File: src/logic/rpss_pkg.sv
// constants for the rmii strap and pin sharing block
package rpss_pkg;
  // shared push-pull pin indexes
  localparam int unsigned SHR_W      = 5;
  localparam int unsigned SHR_RXD1   = 0;
  localparam int unsigned SHR_RXD0   = 1;
  localparam int unsigned SHR_CRSDV  = 2;
  localparam int unsigned SHR_REFCLK = 3;
  localparam int unsigned SHR_RXER   = 4;
  // strap synchroniser lanes
  localparam int unsigned STP_W      = 10;
  localparam int unsigned STP_AD0    = 0;
  localparam int unsigned STP_AD1    = 1;
  localparam int unsigned STP_MODE0  = 2;
  localparam int unsigned STP_MODE1  = 3;
  localparam int unsigned STP_SHR    = 4;
  localparam int unsigned STP_IRQ    = 9;
  // link synchroniser lanes
  localparam int unsigned LNK_W      = 5;
  localparam int unsigned LNK_TXEN   = 0;
  localparam int unsigned LNK_TXD0   = 1;
  localparam int unsigned LNK_TXD1   = 2;
  localparam int unsigned LNK_MDC    = 3;
  localparam int unsigned LNK_MDIO   = 4;
  // address and reset values
  localparam logic [1:0] ADDR_UPPER_RST = 2'h0;
  localparam logic [4:0] ADDR_BCAST     = 5'h00;
  localparam logic [4:0] ADDR_RST       = 5'h00;
  localparam logic [2:0] MODE_RST       = 3'h0;
  // sync depth plus filter register, in cycles
  localparam int unsigned SYNC_LAT_CYC  = 4;
  localparam logic [2:0]  SETTLE_LAST   = 3'(SYNC_LAT_CYC);
  typedef enum logic [1:0] {
    ST_SETTLE = 2'b01,
    ST_RUN    = 2'b10
  } rpss_state_e;
endpackage : rpss_pkg

File: src/logic/rpss_pin_if.sv
// interface between pin synchroniser and core
`timescale 1ns/10ps
interface rpss_pin_if #(parameter int unsigned W = 1);
  logic [W-1:0] raw;
  logic [W-1:0] filt;
  modport sync (input raw, output filt);
  modport core (output raw, input filt);
endinterface : rpss_pin_if

File: src/logic/rpss_sync3.sv
// three-stage pin synchroniser with agreement filter
`timescale 1ns/10ps
module rpss_sync3 (
  input  wire logic ref_clk_in,
  input  wire logic arst_n_in,
  input  wire logic ce_in,
  rpss_pin_if.sync  pins
);
  localparam int unsigned W = $bits(pins.raw);
  logic [W-1:0] s1_q;
  logic [W-1:0] s2_q;
  logic [W-1:0] s3_q;
  logic [W-1:0] filt_q;
  wire  [W-1:0] agree_w = ~(s2_q ^ s3_q);
  wire  [W-1:0] filt_d  = (agree_w & s2_q) | (~agree_w & filt_q);
  always_ff @(posedge ref_clk_in or negedge arst_n_in) begin
    if (!arst_n_in) begin
      s1_q   <= '0;
      s2_q   <= '0;
      s3_q   <= '0;
      filt_q <= '0;
    end else if (ce_in) begin
      s1_q   <= pins.raw;
      s2_q   <= s1_q;
      s3_q   <= s2_q;
      filt_q <= filt_d;
    end
  end
  assign pins.filt = filt_q;
endmodule : rpss_sync3

File: src/logic/rpss_refclk_gen.sv
// glitch-free gated rmii reference clock output
`timescale 1ns/10ps
module rpss_refclk_gen (
  input  wire logic ref_clk_in,
  input  wire logic arst_n_in,
  input  wire logic ce_in,
  input  wire logic en_in,
  output wire logic ref_clk_out
);
  logic en_q;
  // enable moves only while the clock is low
  always_ff @(negedge ref_clk_in or negedge arst_n_in) begin
    if (!arst_n_in) begin
      en_q <= 1'b0;
    end else if (ce_in) begin
      en_q <= en_in;
    end
  end
  assign ref_clk_out = ref_clk_in & en_q;
endmodule : rpss_refclk_gen

File: src/logic/rpss_core.sv
// rmii phy strap capture and shared pin control
//
// Function
// - strap pins input in reset, output after
// - latch three address straps as address bits
// - latch rxd0 pin as full/half select
// - latch crs_dv and mode pins as mode
// - latch refclk pin as broadcast disable
// - latch rxer pin as detach, isolating mac
// - latch irq pin as active-low chain test
// - drive rxd1 rxd0 crs_dv rxer after reset
// - 25 MHz mode drives 50 MHz refclk out
// - mdc rise samples mdio in; mdio drive follows the low request, not mdc
// - mdio open drain, low or released
// - interrupt open drain, low when asserted
// - upper two address bits default zero
// - address zero broadcast unless disable strapped
// - chain test enabled only by low strap
`timescale 1ns/10ps
module rpss_core
  import rpss_pkg::*;
(
  input  wire logic             ref_clk_in,
  input  wire logic             arst_n_in,
  input  wire logic             ce_in,
  input  wire logic             osc_25m_mode_in,
  input  wire logic             phy_addr_strap_bit0_in,
  input  wire logic             phy_addr_strap_bit1_in,
  input  wire logic             mode_strap_bit0_in,
  input  wire logic             mode_strap_bit1_in,
  input  wire logic [SHR_W-1:0] shr_pin_in,
  output wire logic [SHR_W-1:0] shr_pin_out,
  output wire logic [SHR_W-1:0] shr_pin_oe_out,
  input  wire logic             irq_pin_in,
  output wire logic             irq_out,
  output wire logic             irq_oe_out,
  input  wire logic             irq_req_in,
  input  wire logic [1:0]       rx_data_in,
  input  wire logic             rx_crs_dv_in,
  input  wire logic             rx_err_in,
  input  wire logic             tx_en_pin_in,
  input  wire logic [1:0]       tx_data_pin_in,
  output wire logic             tx_en_out,
  output wire logic [1:0]       tx_data_out,
  input  wire logic             mdc_pin_in,
  input  wire logic             mdio_pin_in,
  output wire logic             mdio_out,
  output wire logic             mdio_oe_out,
  input  wire logic             mgmt_drive_low_in,
  output wire logic             mdc_rise_out,
  output wire logic             mdio_bit_out,
  input  wire logic [4:0]       mgmt_addr_in,
  output wire logic             addr_match_out,
  output wire logic [4:0]       phy_mgmt_address_out,
  output wire logic             full_half_select_out,
  output wire logic [2:0]       mode_strap_out,
  output wire logic             broadcast_disable_out,
  output wire logic             detach_out,
  output wire logic             pin_chain_test_en_out,
  output wire logic             strap_valid_out
);
  // ************************************************
  // pin synchronisers
  // ************************************************
  rpss_pin_if #(.W(STP_W)) stp_if ();
  rpss_pin_if #(.W(LNK_W)) lnk_if ();
  assign stp_if.raw = {irq_pin_in, shr_pin_in, mode_strap_bit1_in,
                       mode_strap_bit0_in, phy_addr_strap_bit1_in,
                       phy_addr_strap_bit0_in};
  assign lnk_if.raw = {mdio_pin_in, mdc_pin_in, tx_data_pin_in, tx_en_pin_in};
  rpss_sync3 u_stp_sync (
    .ref_clk_in (ref_clk_in),
    .arst_n_in  (arst_n_in),
    .ce_in      (ce_in),
    .pins       (stp_if.sync)
  );
  rpss_sync3 u_lnk_sync (
    .ref_clk_in (ref_clk_in),
    .arst_n_in  (arst_n_in),
    .ce_in      (ce_in),
    .pins       (lnk_if.sync)
  );
  wire [STP_W-1:0] stp_w = stp_if.filt;
  wire [LNK_W-1:0] lnk_w = lnk_if.filt;
  wire [SHR_W-1:0] shr_w = stp_w[STP_SHR +: SHR_W];

  // ************************************************
  // settle and capture sequencer
  // ************************************************
  rpss_state_e state_q;
  rpss_state_e state_d;
  logic [2:0]  cnt_q;
  logic [2:0]  cnt_d;
  wire         run_w     = (state_q == ST_RUN);
  // capture one edge after the filter output settles
  wire         capture_w = (state_q == ST_SETTLE) && (cnt_q == SETTLE_LAST);
  always_comb begin
    state_d = state_q;
    cnt_d   = cnt_q;
    case (state_q)
      ST_SETTLE: begin
        cnt_d = cnt_q + 3'h1;
        if (capture_w) begin
          state_d = ST_RUN;
        end
      end
      ST_RUN: begin
        cnt_d = cnt_q;
      end
      default: begin
        state_d = ST_SETTLE;
        cnt_d   = 3'h0;
      end
    endcase
  end
  always_ff @(posedge ref_clk_in or negedge arst_n_in) begin
    if (!arst_n_in) begin
      state_q <= ST_SETTLE;
      cnt_q   <= 3'h0;
    end else if (ce_in) begin
      state_q <= state_d;
      cnt_q   <= cnt_d;
    end
  end

  // ************************************************
  // strap registers
  // ************************************************
  logic [2:0] addr_q;
  logic       fh_q;
  logic [2:0] mode_q;
  logic       bcast_dis_q;
  logic       detach_q;
  logic       chain_n_q;
  // loaded once, then held to next reset
  always_ff @(posedge ref_clk_in or negedge arst_n_in) begin
    if (!arst_n_in) begin
      addr_q      <= ADDR_RST[2:0];
      fh_q        <= 1'b0;
      mode_q      <= MODE_RST;
      bcast_dis_q <= 1'b0;
      detach_q    <= 1'b0;
      chain_n_q   <= 1'b1;
    end else if (ce_in && capture_w) begin
      addr_q      <= {shr_w[SHR_RXD1], stp_w[STP_AD1], stp_w[STP_AD0]};
      fh_q        <= shr_w[SHR_RXD0];
      mode_q      <= {shr_w[SHR_CRSDV], stp_w[STP_MODE1], stp_w[STP_MODE0]};
      bcast_dis_q <= shr_w[SHR_REFCLK];
      detach_q    <= shr_w[SHR_RXER];
      chain_n_q   <= stp_w[STP_IRQ];
    end
  end
  wire [4:0] addr_w = {ADDR_UPPER_RST, addr_q};
  assign phy_mgmt_address_out  = addr_w;
  assign full_half_select_out  = fh_q;
  assign mode_strap_out        = mode_q;
  assign broadcast_disable_out = bcast_dis_q;
  assign detach_out            = detach_q;
  assign pin_chain_test_en_out = ~chain_n_q;
  assign strap_valid_out       = run_w;
  // broadcast address answers unless disabled
  wire bcast_hit_w = (mgmt_addr_in == ADDR_BCAST) && !bcast_dis_q;
  assign addr_match_out = run_w && ((mgmt_addr_in == addr_w) || bcast_hit_w);

  // ************************************************
  // rmii receive pins and reference clock
  // ************************************************
  logic [3:0] rx_q;
  always_ff @(posedge ref_clk_in or negedge arst_n_in) begin
    if (!arst_n_in) begin
      rx_q <= 4'h0;
    end else if (ce_in) begin
      rx_q <= {rx_err_in, rx_crs_dv_in, rx_data_in[0], rx_data_in[1]};
    end
  end
  wire drive_w  = run_w && !detach_q;
  wire refclk_w;
  rpss_refclk_gen u_refclk (
    .ref_clk_in  (ref_clk_in),
    .arst_n_in   (arst_n_in),
    .ce_in       (ce_in),
    .en_in       (drive_w && osc_25m_mode_in),
    .ref_clk_out (refclk_w)
  );
  assign shr_pin_out = {rx_q[3], refclk_w, rx_q[2:0]};
  // straps are inputs until settle ends
  assign shr_pin_oe_out = {drive_w, drive_w && osc_25m_mode_in,
                           drive_w, drive_w, drive_w};

  // ************************************************
  // transmit inputs and management pins
  // ************************************************
  logic [2:0] tx_q;
  logic       mdc_q;
  logic       mdc_rise_q;
  logic       mdio_q;
  wire        mdc_rise_w = lnk_w[LNK_MDC] && !mdc_q;
  always_ff @(posedge ref_clk_in or negedge arst_n_in) begin
    if (!arst_n_in) begin
      tx_q       <= 3'h0;
      mdc_q      <= 1'b0;
      mdc_rise_q <= 1'b0;
      mdio_q     <= 1'b0;
    end else if (ce_in) begin
      tx_q       <= drive_w ? lnk_w[LNK_TXD1:LNK_TXEN] : 3'h0;
      mdc_q      <= lnk_w[LNK_MDC];
      mdc_rise_q <= mdc_rise_w;
      if (mdc_rise_w) begin
        mdio_q <= lnk_w[LNK_MDIO];
      end
    end
  end
  assign tx_en_out    = tx_q[0];
  assign tx_data_out  = tx_q[2:1];
  assign mdc_rise_out = mdc_rise_q;
  assign mdio_bit_out = mdio_q;
  assign mdio_out     = 1'b0;
  assign mdio_oe_out  = run_w && mgmt_drive_low_in;
  assign irq_out      = 1'b0;
  assign irq_oe_out   = run_w && irq_req_in;

  logic [2:0] stp_addr_w;
  assign stp_addr_w = {shr_w[SHR_RXD1], stp_w[STP_AD1], stp_w[STP_AD0]};
endmodule : rpss_core

File: config.mk
export PLATFORM = sky130hd
export DESIGN_NAME = rpss_core
export DESIGN_NICKNAME = d
export VERILOG_FILES = /design/src/logic/rpss_pkg.sv /design/src/logic/rpss_pin_if.sv /design/src/logic/rpss_sync3.sv /design/src/logic/rpss_refclk_gen.sv /design/src/logic/rpss_core.sv
export SDC_FILE = /design/constraint.sdc
export NUM_CORES = 1
export LEC_CHECK = 0
export ABC_AREA = 1
export ABC_CLOCK_PERIOD_IN_PS = 1200
export BUFFER_PORTS_ARGS = -buffer_cell sky130_fd_sc_hd__buf_2
export CORE_MARGIN = 2
export CORE_UTILIZATION = 50
export CTS_CLUSTER_DIAMETER = 100
export CTS_CLUSTER_SIZE = 16
export DETAILED_ROUTE_END_ITERATION = 6
export PLACE_DENSITY_LB_ADDON = 0.15
export SYNTH_ARGS = -nofsm -noshare
export SYNTH_HDL_FRONTEND = slang
export SYNTH_HIERARCHICAL = 1
export SYNTH_SLANG_ARGS = --single-unit
File: constraint.sdc
create_clock -name ref_clk_in -period 1.2 [get_ports ref_clk_in]
set_input_delay 0.12 -clock ref_clk_in [delete_from_list [all_inputs] [get_ports ref_clk_in]]
set_output_delay 0.12 -clock ref_clk_in [all_outputs]
set_load 0.1 [all_outputs]
==> results of run 1 <==
-- where the power goes --
group	internal, µW	switching [µW]	leakage [µW]	total, µW
logic	1750	2670	0.00175	4420
registers	3470	479	0.00106	3950
clock network	1450	1050	0.000151	2500
-- metal layers --
metal  up-vias  routed length, µm
met3        11                335
met2        76               4080
met5         -                  0
met1      1454               3700
met4         0                135
li1       1602                  -
-- area by class of cell --
class                      instances  share of cell area
sequential                        86               0.388
inverter                          79              0.0552
multi-input combinational        281               0.249
clock buffer                      15              0.0365
clock inverter                     6              0.0155
tap                               99              0.0223
timing repair buffer             116               0.233
-- critical path: cells and delay by family, from the launching register on --
kind | cells | cell delay [ns]
DFF | 1 | 0.42
buffers and inverters | 2 | 0.23
and+or+nand+nor | 1 | 0.07
-- cell usage in the layout, fill, tap and decap left out, types with 2 or more instances in the layout --
cell type        n
buf_2           27
a21oi_1         16
nand2_4          6
nor2_1          18
clkbuf_8        13
inv_2            7
o21ai_2          5
dfstp_2          2
buf_12          30
o21ai_0         25
buf_4           21
nand2_2         14
clkinv_4         2
nand2_1        161
nor2_4           6
nand3_1          4
nand3_2          4
inv_1           70
bufinv_16        2
o21ai_1          9
conb_1           4
buf_6           17
dfrtp_1         81
dfrtp_2          2
dlygate4sd3_1   20
buf_8            2
-- per-stage QoR --
step / area [µm²] / utilization / cells / hold WS (ns)
6_report: 5560 / 0.758 / 682 / 0.175
3_3_place_gp: 4620 / 0.630 / 623 / 0.172
5_1_grt: 5560 / 0.758 / 682 / 0.207
4_1_cts: 5400 / 0.737 / 675 / 0.153
3_5_place_dp: 4620 / 0.630 / 623 / 0.171
2_1_floorplan: 3880 / - / 471 / -0.176
-- cells in the mapped netlist (all sizes together) --
cell / number / area, µm²
or2: 1 / 6.26
nand2: 181 / 679
xor2: 1 / 8.76
dfstp: 2 / 52.6
o21ai: 39 / 195
a21oi: 17 / 85.1
buf: 24 / 186
nor3: 1 / 5.00
conb: 1 / 3.75
inv: 79 / 297
nor3b: 1 / 7.51
clkinv: 1 / 3.75
nand3: 9 / 50.1
dfrtp: 83 / 2080
nor2: 25 / 109
ha: 2 / 25.0
dfrtn: 1 / 25.0
-- path summary, 6_finish.rpt --
kind / endpoint / slack (ns) / cells after the start
max in group asynchronous: u_refclk/en_q$_DFFE_NN0P_ / 0.57 / 2
hold / removal: rx_q[2]$_DFFE_PN0P_ / 0.18 / 4
setup reg to reg: u_refclk/en_q$_DFFE_NN0P_ / -0.47 / 6
setup / recovery: shr_pin_out[3] / -0.69 / 3
min in group asynchronous: rx_q[1]$_DFFE_PN0P_ / 0.21 / 3
hold reg to reg: u_lnk_sync/s2_q[3]$_DFFE_PN0P_ / 0.49 / 2
-- timing repair --
item | CTS | global route
buffers inserted | 12 | 12
resized for setup | 62 | 41
endpoints found under the hold margin | 105 | 0
gates cloned | 1 | 0
hold buffers | 20 | 0
endpoints found under the setup margin | 38 | 47
pin swaps | 16 | 7
-- logic make-up after synthesis --
family                     after synthesis
buffers and inverters                  104
adders and majority gates                2
xor gates and xnor gates                 1
DFF                                     86
and+or+nand+nor                        218
other                                    1
AOI/OAI and AO/OA                       56
==> summary.md, run 1 <==
| Metric | Value |
|---|---|
| Status | finished, violations left |
| Failing checks | setup timing |
| Met1 usage | 0.251 |
| Die Ht | between 90 and 100 µm |
| Critical path class | reg -> out |
| Cell chain of the critical path | nand2_1, inv_2, buf_12 |
| Total GRT Usage | 0.202 |
| Leakage power | just under 0.003 µW |
| Setup TNS | -7.18 ns |
| Syn Inst Count | between 400 and 500 |
| Final ANT Viol Nets | 0 |
| Register clock-pin slew on the reported worst setup and hold paths | about 0.090 ns |
| #FFs+latches synth | 86 |
| Crit path launch type | flop |
| Initial antenna violation count | 0 |
| DIE AREA | 0.00835 mm² |
| Slew Limit Fails | 0 |
| RSZ-0062 raised after global routing | true |
| Hpwl dp | between 4000 and 5000 µm |
| Simple-gate area share of the yosys netlist | 0.225 |
| Pwr Density | about 2000 mW/mm² |
| Worst r2r src | state_q[0]$_DFFE_PN1P_ |
| Top Usage Layer GRT | met2 |
| Grt ovf | 0 |
| Share of layout cells above drive strength 1 | 0.292 |
| Final setup fails | 37 |
| Register area | between 0.002 and 0.0025 mm² |
| CTS tree | built |
| Initial cell density of the core | 0.521 |
| Worst Path Arrival | 1.77 ns |
| Die W | approximately 91 µm |
| Area grow syn2layout | 45.6% |
| Seq/Total Area, Yosys | 0.565 |
| Wire length per cell | between 10 and 15 µm |
| Vias per cell | approximately 4.6 |
| First-pass GRT wire length | between 10,000 and 15,000 µm |
| Total power | ~11,000 µW |
| Worst skew pair latency | between 0.4 and 0.5 ns |
| Synth Warn # | 6 |
| Vias in the first global route | 3,031 |
| TritonRoute pass-1 iters | 4 |
| Final Skew | 0.0140 ns |
| Number of remaining DRC errors | 0 |
| CP endpoint kind | output port |
| Post-synthesis compound-gate area fraction | 0.0734 |
| Largest family of logic cells by synthesized area | simple AND/OR/NAND/NOR gates |
| Slowest-stage cell, CP | dfrtn_1 |
| Total number of vias | between 3,000 and 4,000 |
| Pin count of the biggest net entering global routing | between 60 and 70 |
| Core box area | 0.00733 mm² |
| Total Routed Length | roughly 8300 µm |
| Final Hold Violating Endpoints | 0 |
| FP Rows | 31 |
| CP max FO | 2 |
| Final WS setup | -0.691 ns |
| Slowest cell delay on critical path | ~0.42 ns |
| # diodes | 0 |
| I/O pin total | between 60 and 70 |
| CP required | ~1.1 ns |
| Met3 usage | 0.0656 |
| Post-synthesis mux area share | 0 |
| Multi-input combinational cell area | 0.00139 mm² |
| Final GP Congestion | slightly below 0.7 |
| Post-synthesis average cell area | a little over 8 µm² |
| Max rail drop VDD | 0.000831 V |
| 1st-iter DRT viols | 254 |
| Min-delay src | ce_in |
| HP Class | in -> reg |
| CP startpoint | u_refclk/en_q$_DFFE_NN0P_ |
| Adder-cell share of the synthesized area | 0.00656 |
| XOR/XNOR Fraction of Synth Area | 0.00230 |
| Synth cell types | 23 |
| Input/output buffers | slightly below 60 |
| Final net count | between 600 and 700 |
| Fillcell total | about 510 |
| Max-cap violations | 0 |
| Met2 usage | 0.327 |
| Pre-CTS setup slack | -0.414 ns |
| Mapped Area | between 0.003 and 0.004 mm² |
Power figures use the tool's default switching activity.
==> run 2: changes to the inputs <==
Settings changed: ABC_CLOCK_PERIOD_IN_PS 1200 to 2200, CORE_UTILIZATION 50 to 54, MAX_ROUTING_LAYER set to met4.
Clock period 1.2 ns to 2.2 ns, I/O delays scaled along.
==> summary.md, run 2 (synthesized netlist as in run 1, its figures left out) <==
| Metric | Value |
|---|---|
| Net Sw Power | between 1500 and 2000 µW |
| CP required | around 2 ns |
| Max rail drop VDD | 0.000416 V |
| Final net count | roughly 580 |
| Input/output buffers | 58 |
| Hold Path Cell Cnt | 4 |
| TritonRoute pass-1 iters | 5 |
| FP Rows | 30 |
| Commonest non-fill, non-tap cell in the layout | nand2_1 |
| Pre-CTS setup slack | 0.00926 ns |
| Final Hold Violating Endpoints | 0 |
| Cell Int Power | between 2000 and 3000 µW |
| Worst skew pair latency | approximately 0.45 ns |
| Share of layout cells above drive strength 1 | 0.164 |
| Worst r2r src | state_q[0]$_DFFE_PN1P_ |
| Total Routed Length | ~6500 µm |
| HP Class | in -> reg |
| Seq pwr share | 0.438 |
| Initial antenna violation count | 0 |
| CTS tree | built |
| Final GP Congestion | approximately 0.68 |
| Failing checks | setup timing |
| Setup TNS | -0.285 ns |
| Total number of vias | between 2,000 and 3,000 |
| Final Skew | between 0.006 and 0.007 ns |
| Final setup fails | 2 |
| Clock power share | 0.233 |
| CP endpoint kind | output port |
| Leakage power | approximately 0.0026 µW |
| Grt ovf | 0 |
| WP buf/inv | 2 |
| Vias per cell | between 4 and 5 |
| 1st-iter DRT viols | roughly 160 |
| Pwr Density | approximately 1000 mW/mm² |
| Critical path class | reg -> out |
| Cell chain of the critical path | nand2_1, inv_2, buf_12 |
| I/O pin total | between 60 and 70 |
| Worst Path Arrival | roughly 2.3 ns |
| Hold_ws | between 0.3 and 0.4 ns |
| Slew Limit Fails | 0 |
| Hpwl dp | about 4200 µm |
| Die W | roughly 88 µm |
| Number of remaining DRC errors | 0 |
| Register clock-pin slew on the reported worst setup and hold paths | roughly 0.080 ns |
| Comb power frac | 0.329 |
| Area grow syn2layout | 19.3% |
| Wire length per cell | about 10 µm |
| Total GRT Usage | 0.197 |
| Worst rel slew slack | 0.512 |
| Slowest-stage cell, CP | dfrtn_1 |
| Status | finished, violations left |
| Switching fraction of total power | 0.408 |
| RSZ-0062 raised after global routing | true |
| Die Ht | between 80 and 90 µm |
| CP max FO | 2 |
| Initial cell density of the core | 0.559 |
| Slew @ Worst Pin | 0.732 ns |
| Min-Delay Endpoint | rx_q[3]$_DFFE_PN0P_ |
| Final ANT Viol Nets | 0 |
| Core box area | between 0.006 and 0.007 mm² |
| Vias in the first global route | ~2,600 |
| Max-cap violations | 0 |
| First-pass GRT wire length | approximately 11,000 µm |
| # diodes | 0 |
| FF-to-FF path depth | 5 |
| Crit path launch type | flop |
| DIE AREA | a little under 0.008 mm² |
| Slowest cell delay on critical path | ~0.42 ns |
| Min-delay src | ce_in |
| R2R Setup Slk | about 0.080 ns |
| Pin count of the biggest net entering global routing | 87 |
| Reg2reg end | u_refclk/en_q$_DFFE_NN0P_ |
| Final WS setup | -0.285 ns |
| CP delay by family, top | flip-flops |
| Most frequent cells in the layout | nand2_1, dfrtp_1, inv_1, buf_2, o21ai_0 |
| Total power | ~4800 µW |
run 2: per-layer routing:
layer / vias up / share of wire / GRT usage
met5: - / 0 / -
met4: 0 / 0.023 / 0.106
met3: 13 / 0.047 / 0.0594
met2: 67 / 0.42 / 0.288
met1: 1281 / 0.51 / 0.248
li1: 1532 / - / -
run 2: layout make-up:
cell class,instances,area [µm²]
clock buffer,19,228
clock inverter,2,8.76
fill,585,2280
inverter,79,297
multi-input combinational,281,1210
sequential,86,2150
tap,96,120
timing repair buffer,82,538
run 2: how the worst max path moves through the flow:
stage	startpoint	end	depth (start not counted)
3_5_place_dp	u_refclk/en_q$_DFFE_NN0P_	shr_pin_out[3]	3
4_1_cts	u_refclk/en_q$_DFFE_NN0P_	shr_pin_out[3]	3
6_report	u_refclk/en_q$_DFFE_NN0P_	shr_pin_out[3]	3
2_1_floorplan	state_q[1]$_DFFE_PN0P_	u_refclk/en_q$_DFFE_NN0P_	6
5_1_grt	u_refclk/en_q$_DFFE_NN0P_	shr_pin_out[3]	3
3_3_place_gp	u_refclk/en_q$_DFFE_NN0P_	shr_pin_out[3]	3
run 2: timing repair:
item	CTS	global route
endpoints found under the setup margin	6	2
resized for setup	9	0
hold endpoints to repair	102	0
hold buffers	20	0
setup buffers	0	1
run 2: power groups by stage:
stage | registers [µW] | clock network [µW] | logic [µW]
after floorplan | 2710 | 2.27 | 662
after global placement | 2100 | 2.12 | 1500
after detailed placement | 2110 | 2.12 | 1540
after CTS | 2080 | 1140 | 1570
after global routing | 2130 | 1200 | 1710
final | 2080 | 1110 | 1560
run 2: metrics by stage:
step / utilization / cell area, µm² / instances
2_1_floorplan: - / 3850 / 471
3_5_place_dp: 0.601 / 4110 / 605
6_report: 0.667 / 4550 / 645
4_1_cts: 0.666 / 4550 / 644
5_1_grt: 0.667 / 4550 / 645
3_3_place_gp: 0.601 / 4110 / 605
run 2: worst reg2reg max path, delay by kind of cell, from the launching register on:
kind	cells	cell delay [ns]
AND/OR/NAND/NOR	4	0.21
flip-flops	1	0.57
buffers and inverters	1	0.09
==> run 3: changes to the inputs <==
Settings changed: GPL_TIMING_DRIVEN set to 0, SYNTH_HIERARCHICAL 1 to unset.
==> summary.md, run 3 <==
| Metric | Value |
|---|---|
| Max rail drop VDD | ~0.00073 V |
| FP Rows | 29 |
| I/O pin total | 63 |
| Failing checks | setup timing |
| Syn Inst Count | slightly below 400 |
| Commonest non-fill, non-tap cell in the layout | nand2_1 |
| Input/output buffers | 57 |
| #FFs+latches synth | 86 |
| Synth async-reset ratio | 1.00 |
| Slew Limit Fails | 0 |
| First-pass GRT wire length | about 13,000 µm |
| Post-synthesis compound-gate area fraction | 0.118 |
| Final ANT Viol Nets | 0 |
| Adder-cell share of the synthesized area | 0.00697 |
| Final setup fails | 2 |
| Die Ht | ~86 µm |
| CTS tree | built |
| # diodes | 0 |
| CP max FO | 2 |
| Largest family of logic cells by synthesized area | simple AND/OR/NAND/NOR gates |
| Hpwl dp | around 4800 µm |
| Pre-CTS setup slack | -0.0898 ns |
| Vias per cell | ~5 |
| Vias in the first global route | roughly 2,800 |
| Max-cap violations | 0 |
| Pwr Density | between 1000 and 1500 mW/mm² |
| Area grow syn2layout | 24.6% |
| EDFF count, synth | 0 |
| Slowest-stage cell, CP | dfrtn_1 |
| Final Util | 0.701 |
| Ys flop type | dfrtp_1 |
| Final net count | roughly 520 |
| Crit path launch type | flop |
| Share of layout cells above drive strength 1 | 0.230 |
| Final Skew | 0.00977 ns |
| Core box area | 0.00639 mm² |
| Synth cell types | 28 |
| Final WS setup | -0.283 ns |
| CP endpoint kind | output port |
| Seq/Total Area, Yosys | 0.600 |
| Most frequent cells in the layout | nand2_1, dfrtp_1, buf_2, o21ai_0, inv_1 |
| Grt ovf | 0 |
| Register clock-pin slew on the reported worst setup and hold paths | 0.08 ns |
| Wire length per cell | about 13 µm |
| RSZ-0062 raised after global routing | true |
| Total Routed Length | around 7400 µm |
| Initial antenna violation count | 0 |
| Status | finished, violations left |
| Worst skew pair latency | 0.45 ns |
| Synth Warn # | 0 |
| Slowest cell delay on critical path | 0.41 ns |
| Total number of vias | ~2,800 |
| Synth top area share | 0.578 |
| Final GP Congestion | around 0.73 |
| Most frequent cell after synthesis | nand2_1 |
| Die W | around 86 µm |
| DIE AREA | around 0.0073 mm² |
| Cell chain of the critical path | nand2_1, inv_2, buf_12 |
| Pin count of the biggest net entering global routing | 69 |
| 1st-iter DRT viols | between 200 and 250 |
| Number of remaining DRC errors | 0 |
| Critical path class | reg -> out |
| Final Hold Violating Endpoints | 0 |
| Worst Path Arrival | 2.26 ns |
| XOR/XNOR Fraction of Synth Area | 0.00244 |
| CP required | between 1.5 and 2 ns |
| Initial cell density of the core | 0.562 |
| Top cells by count, synth | nand2_1, dfrtp_1, o21ai_0, inv_1, nor2_1 |
| Synth area leaders | dfrtp_1, nand2_1, o21ai_0 |
| Post-synthesis average cell area | about 9.2 µm² |
| Post-synth top area cell | dfrtp_1 |
| Fillcell total | about 500 |
| Leakage power | 0.00240 µW |
| HP Class | in -> async |
| Total GRT Usage | 0.239 |
| Mapped Area | between 0.003 and 0.004 mm² |
| Post-synthesis mux area share | 0 |
| Simple-gate area share of the yosys netlist | 0.181 |
| TritonRoute pass-1 iters | 4 |
==> run 3: cell types whose count changed after synthesis, moves of 4 or more <==
cell and delta:
a21oi_1 -12, buf_6 -4, clkbuf_1 +5, inv_1 -41, nand2_1 -61, o211ai_1 +13, o21ai_0 +21
==> run 3: routing by layer <==
| layer | global-route usage | up-vias | routed length, µm |
|---|---|---|---|
| li1 | - | 1413 | - |
| met1 | 0.324 | 1326 | 3500 |
| met2 | 0.360 | 72 | 3450 |
| met3 | 0.0472 | 11 | 324 |
| met4 | 0.0938 | 0 | 121 |
| met5 | - | - | 0 |
==> run 3: cells by family after synthesis <==
family,Yosys count
AND/OR/NAND/NOR,158
flip-flops,86
AO/OA/AOI/OAI,78
buffers and inverters,64
adder cells (fa/ha/maj),2
XOR/XNOR,1
other,1
==> run 3: timing repair <==
item                       in CTS  in global routing
hold endpoints to repair       71                  0
hold buffers                   20                  0
setup buffers                   2                  0
gates resized for setup         6                  1
pin swaps                       0                  0
setup endpoints to repair       7                  3
==> run 3: cell type report <==
cell class,count,area (µm²),area share
clock buffers,16,226,0.0506
plain buffers,25,173,0.0386
flip-flops and latches,86,2160,0.482
well taps,77,96.3,0.0215
repair buffers,79,526,0.117
multi-input cells,243,1140,0.254
clock inverters,5,23.8,0.00531
inverters,37,139,0.0310
==> run 3: through the flow <==
stage	hold WS (ns)	power, µW	setup TNS (ns)	area (µm²)	cells
5_1_grt	0.213	4970	-0.323	4480	568
2_1_floorplan	-0.0756	3230	-0.229	3610	393
6_report	0.187	4700	-0.283	4480	568
4_1_cts	0.189	4740	-0.295	4470	568
3_5_place_dp	0.120	3530	-0.0898	4020	528
3_3_place_gp	0.420	3480	-0.868	3990	527
==> run 3: critical path, delay by kind of cell, from the launching register on <==
kind	cells	cell delay, ns
DFF	1	0.41
buffers and inverters	2	0.23
and+or+nand+nor	1	0.07
==> run 3: report_power, final <==
part	internal [µW]	switching, µW
sequential	1870	174
combinational	332	1150
clock	612	566
==> run 3: worst paths after layout <==
check                                           from                         to  slack, ns  depth (start not counted)
max in group asynchronous                  arst_n_in  u_refclk.en_q$_DFFE_NN0P_       0.40                          3
hold / removal                             arst_n_in                  async pin       0.19                          2
setup / recovery           u_refclk.en_q$_DFFE_NN0P_             shr_pin_out[3]      -0.28                          3
hold reg to reg             mdc_rise_out$_DFFE_PN0P_   mdc_rise_out$_DFFE_PN0P_       0.48                          2
setup reg to reg              state_q[0]$_DFFE_PN1P_  u_refclk.en_q$_DFFE_NN0P_       0.09                          5
min in group ref_clk_in                        ce_in       cnt_q[0]$_DFFE_PN0P_       0.20                          3
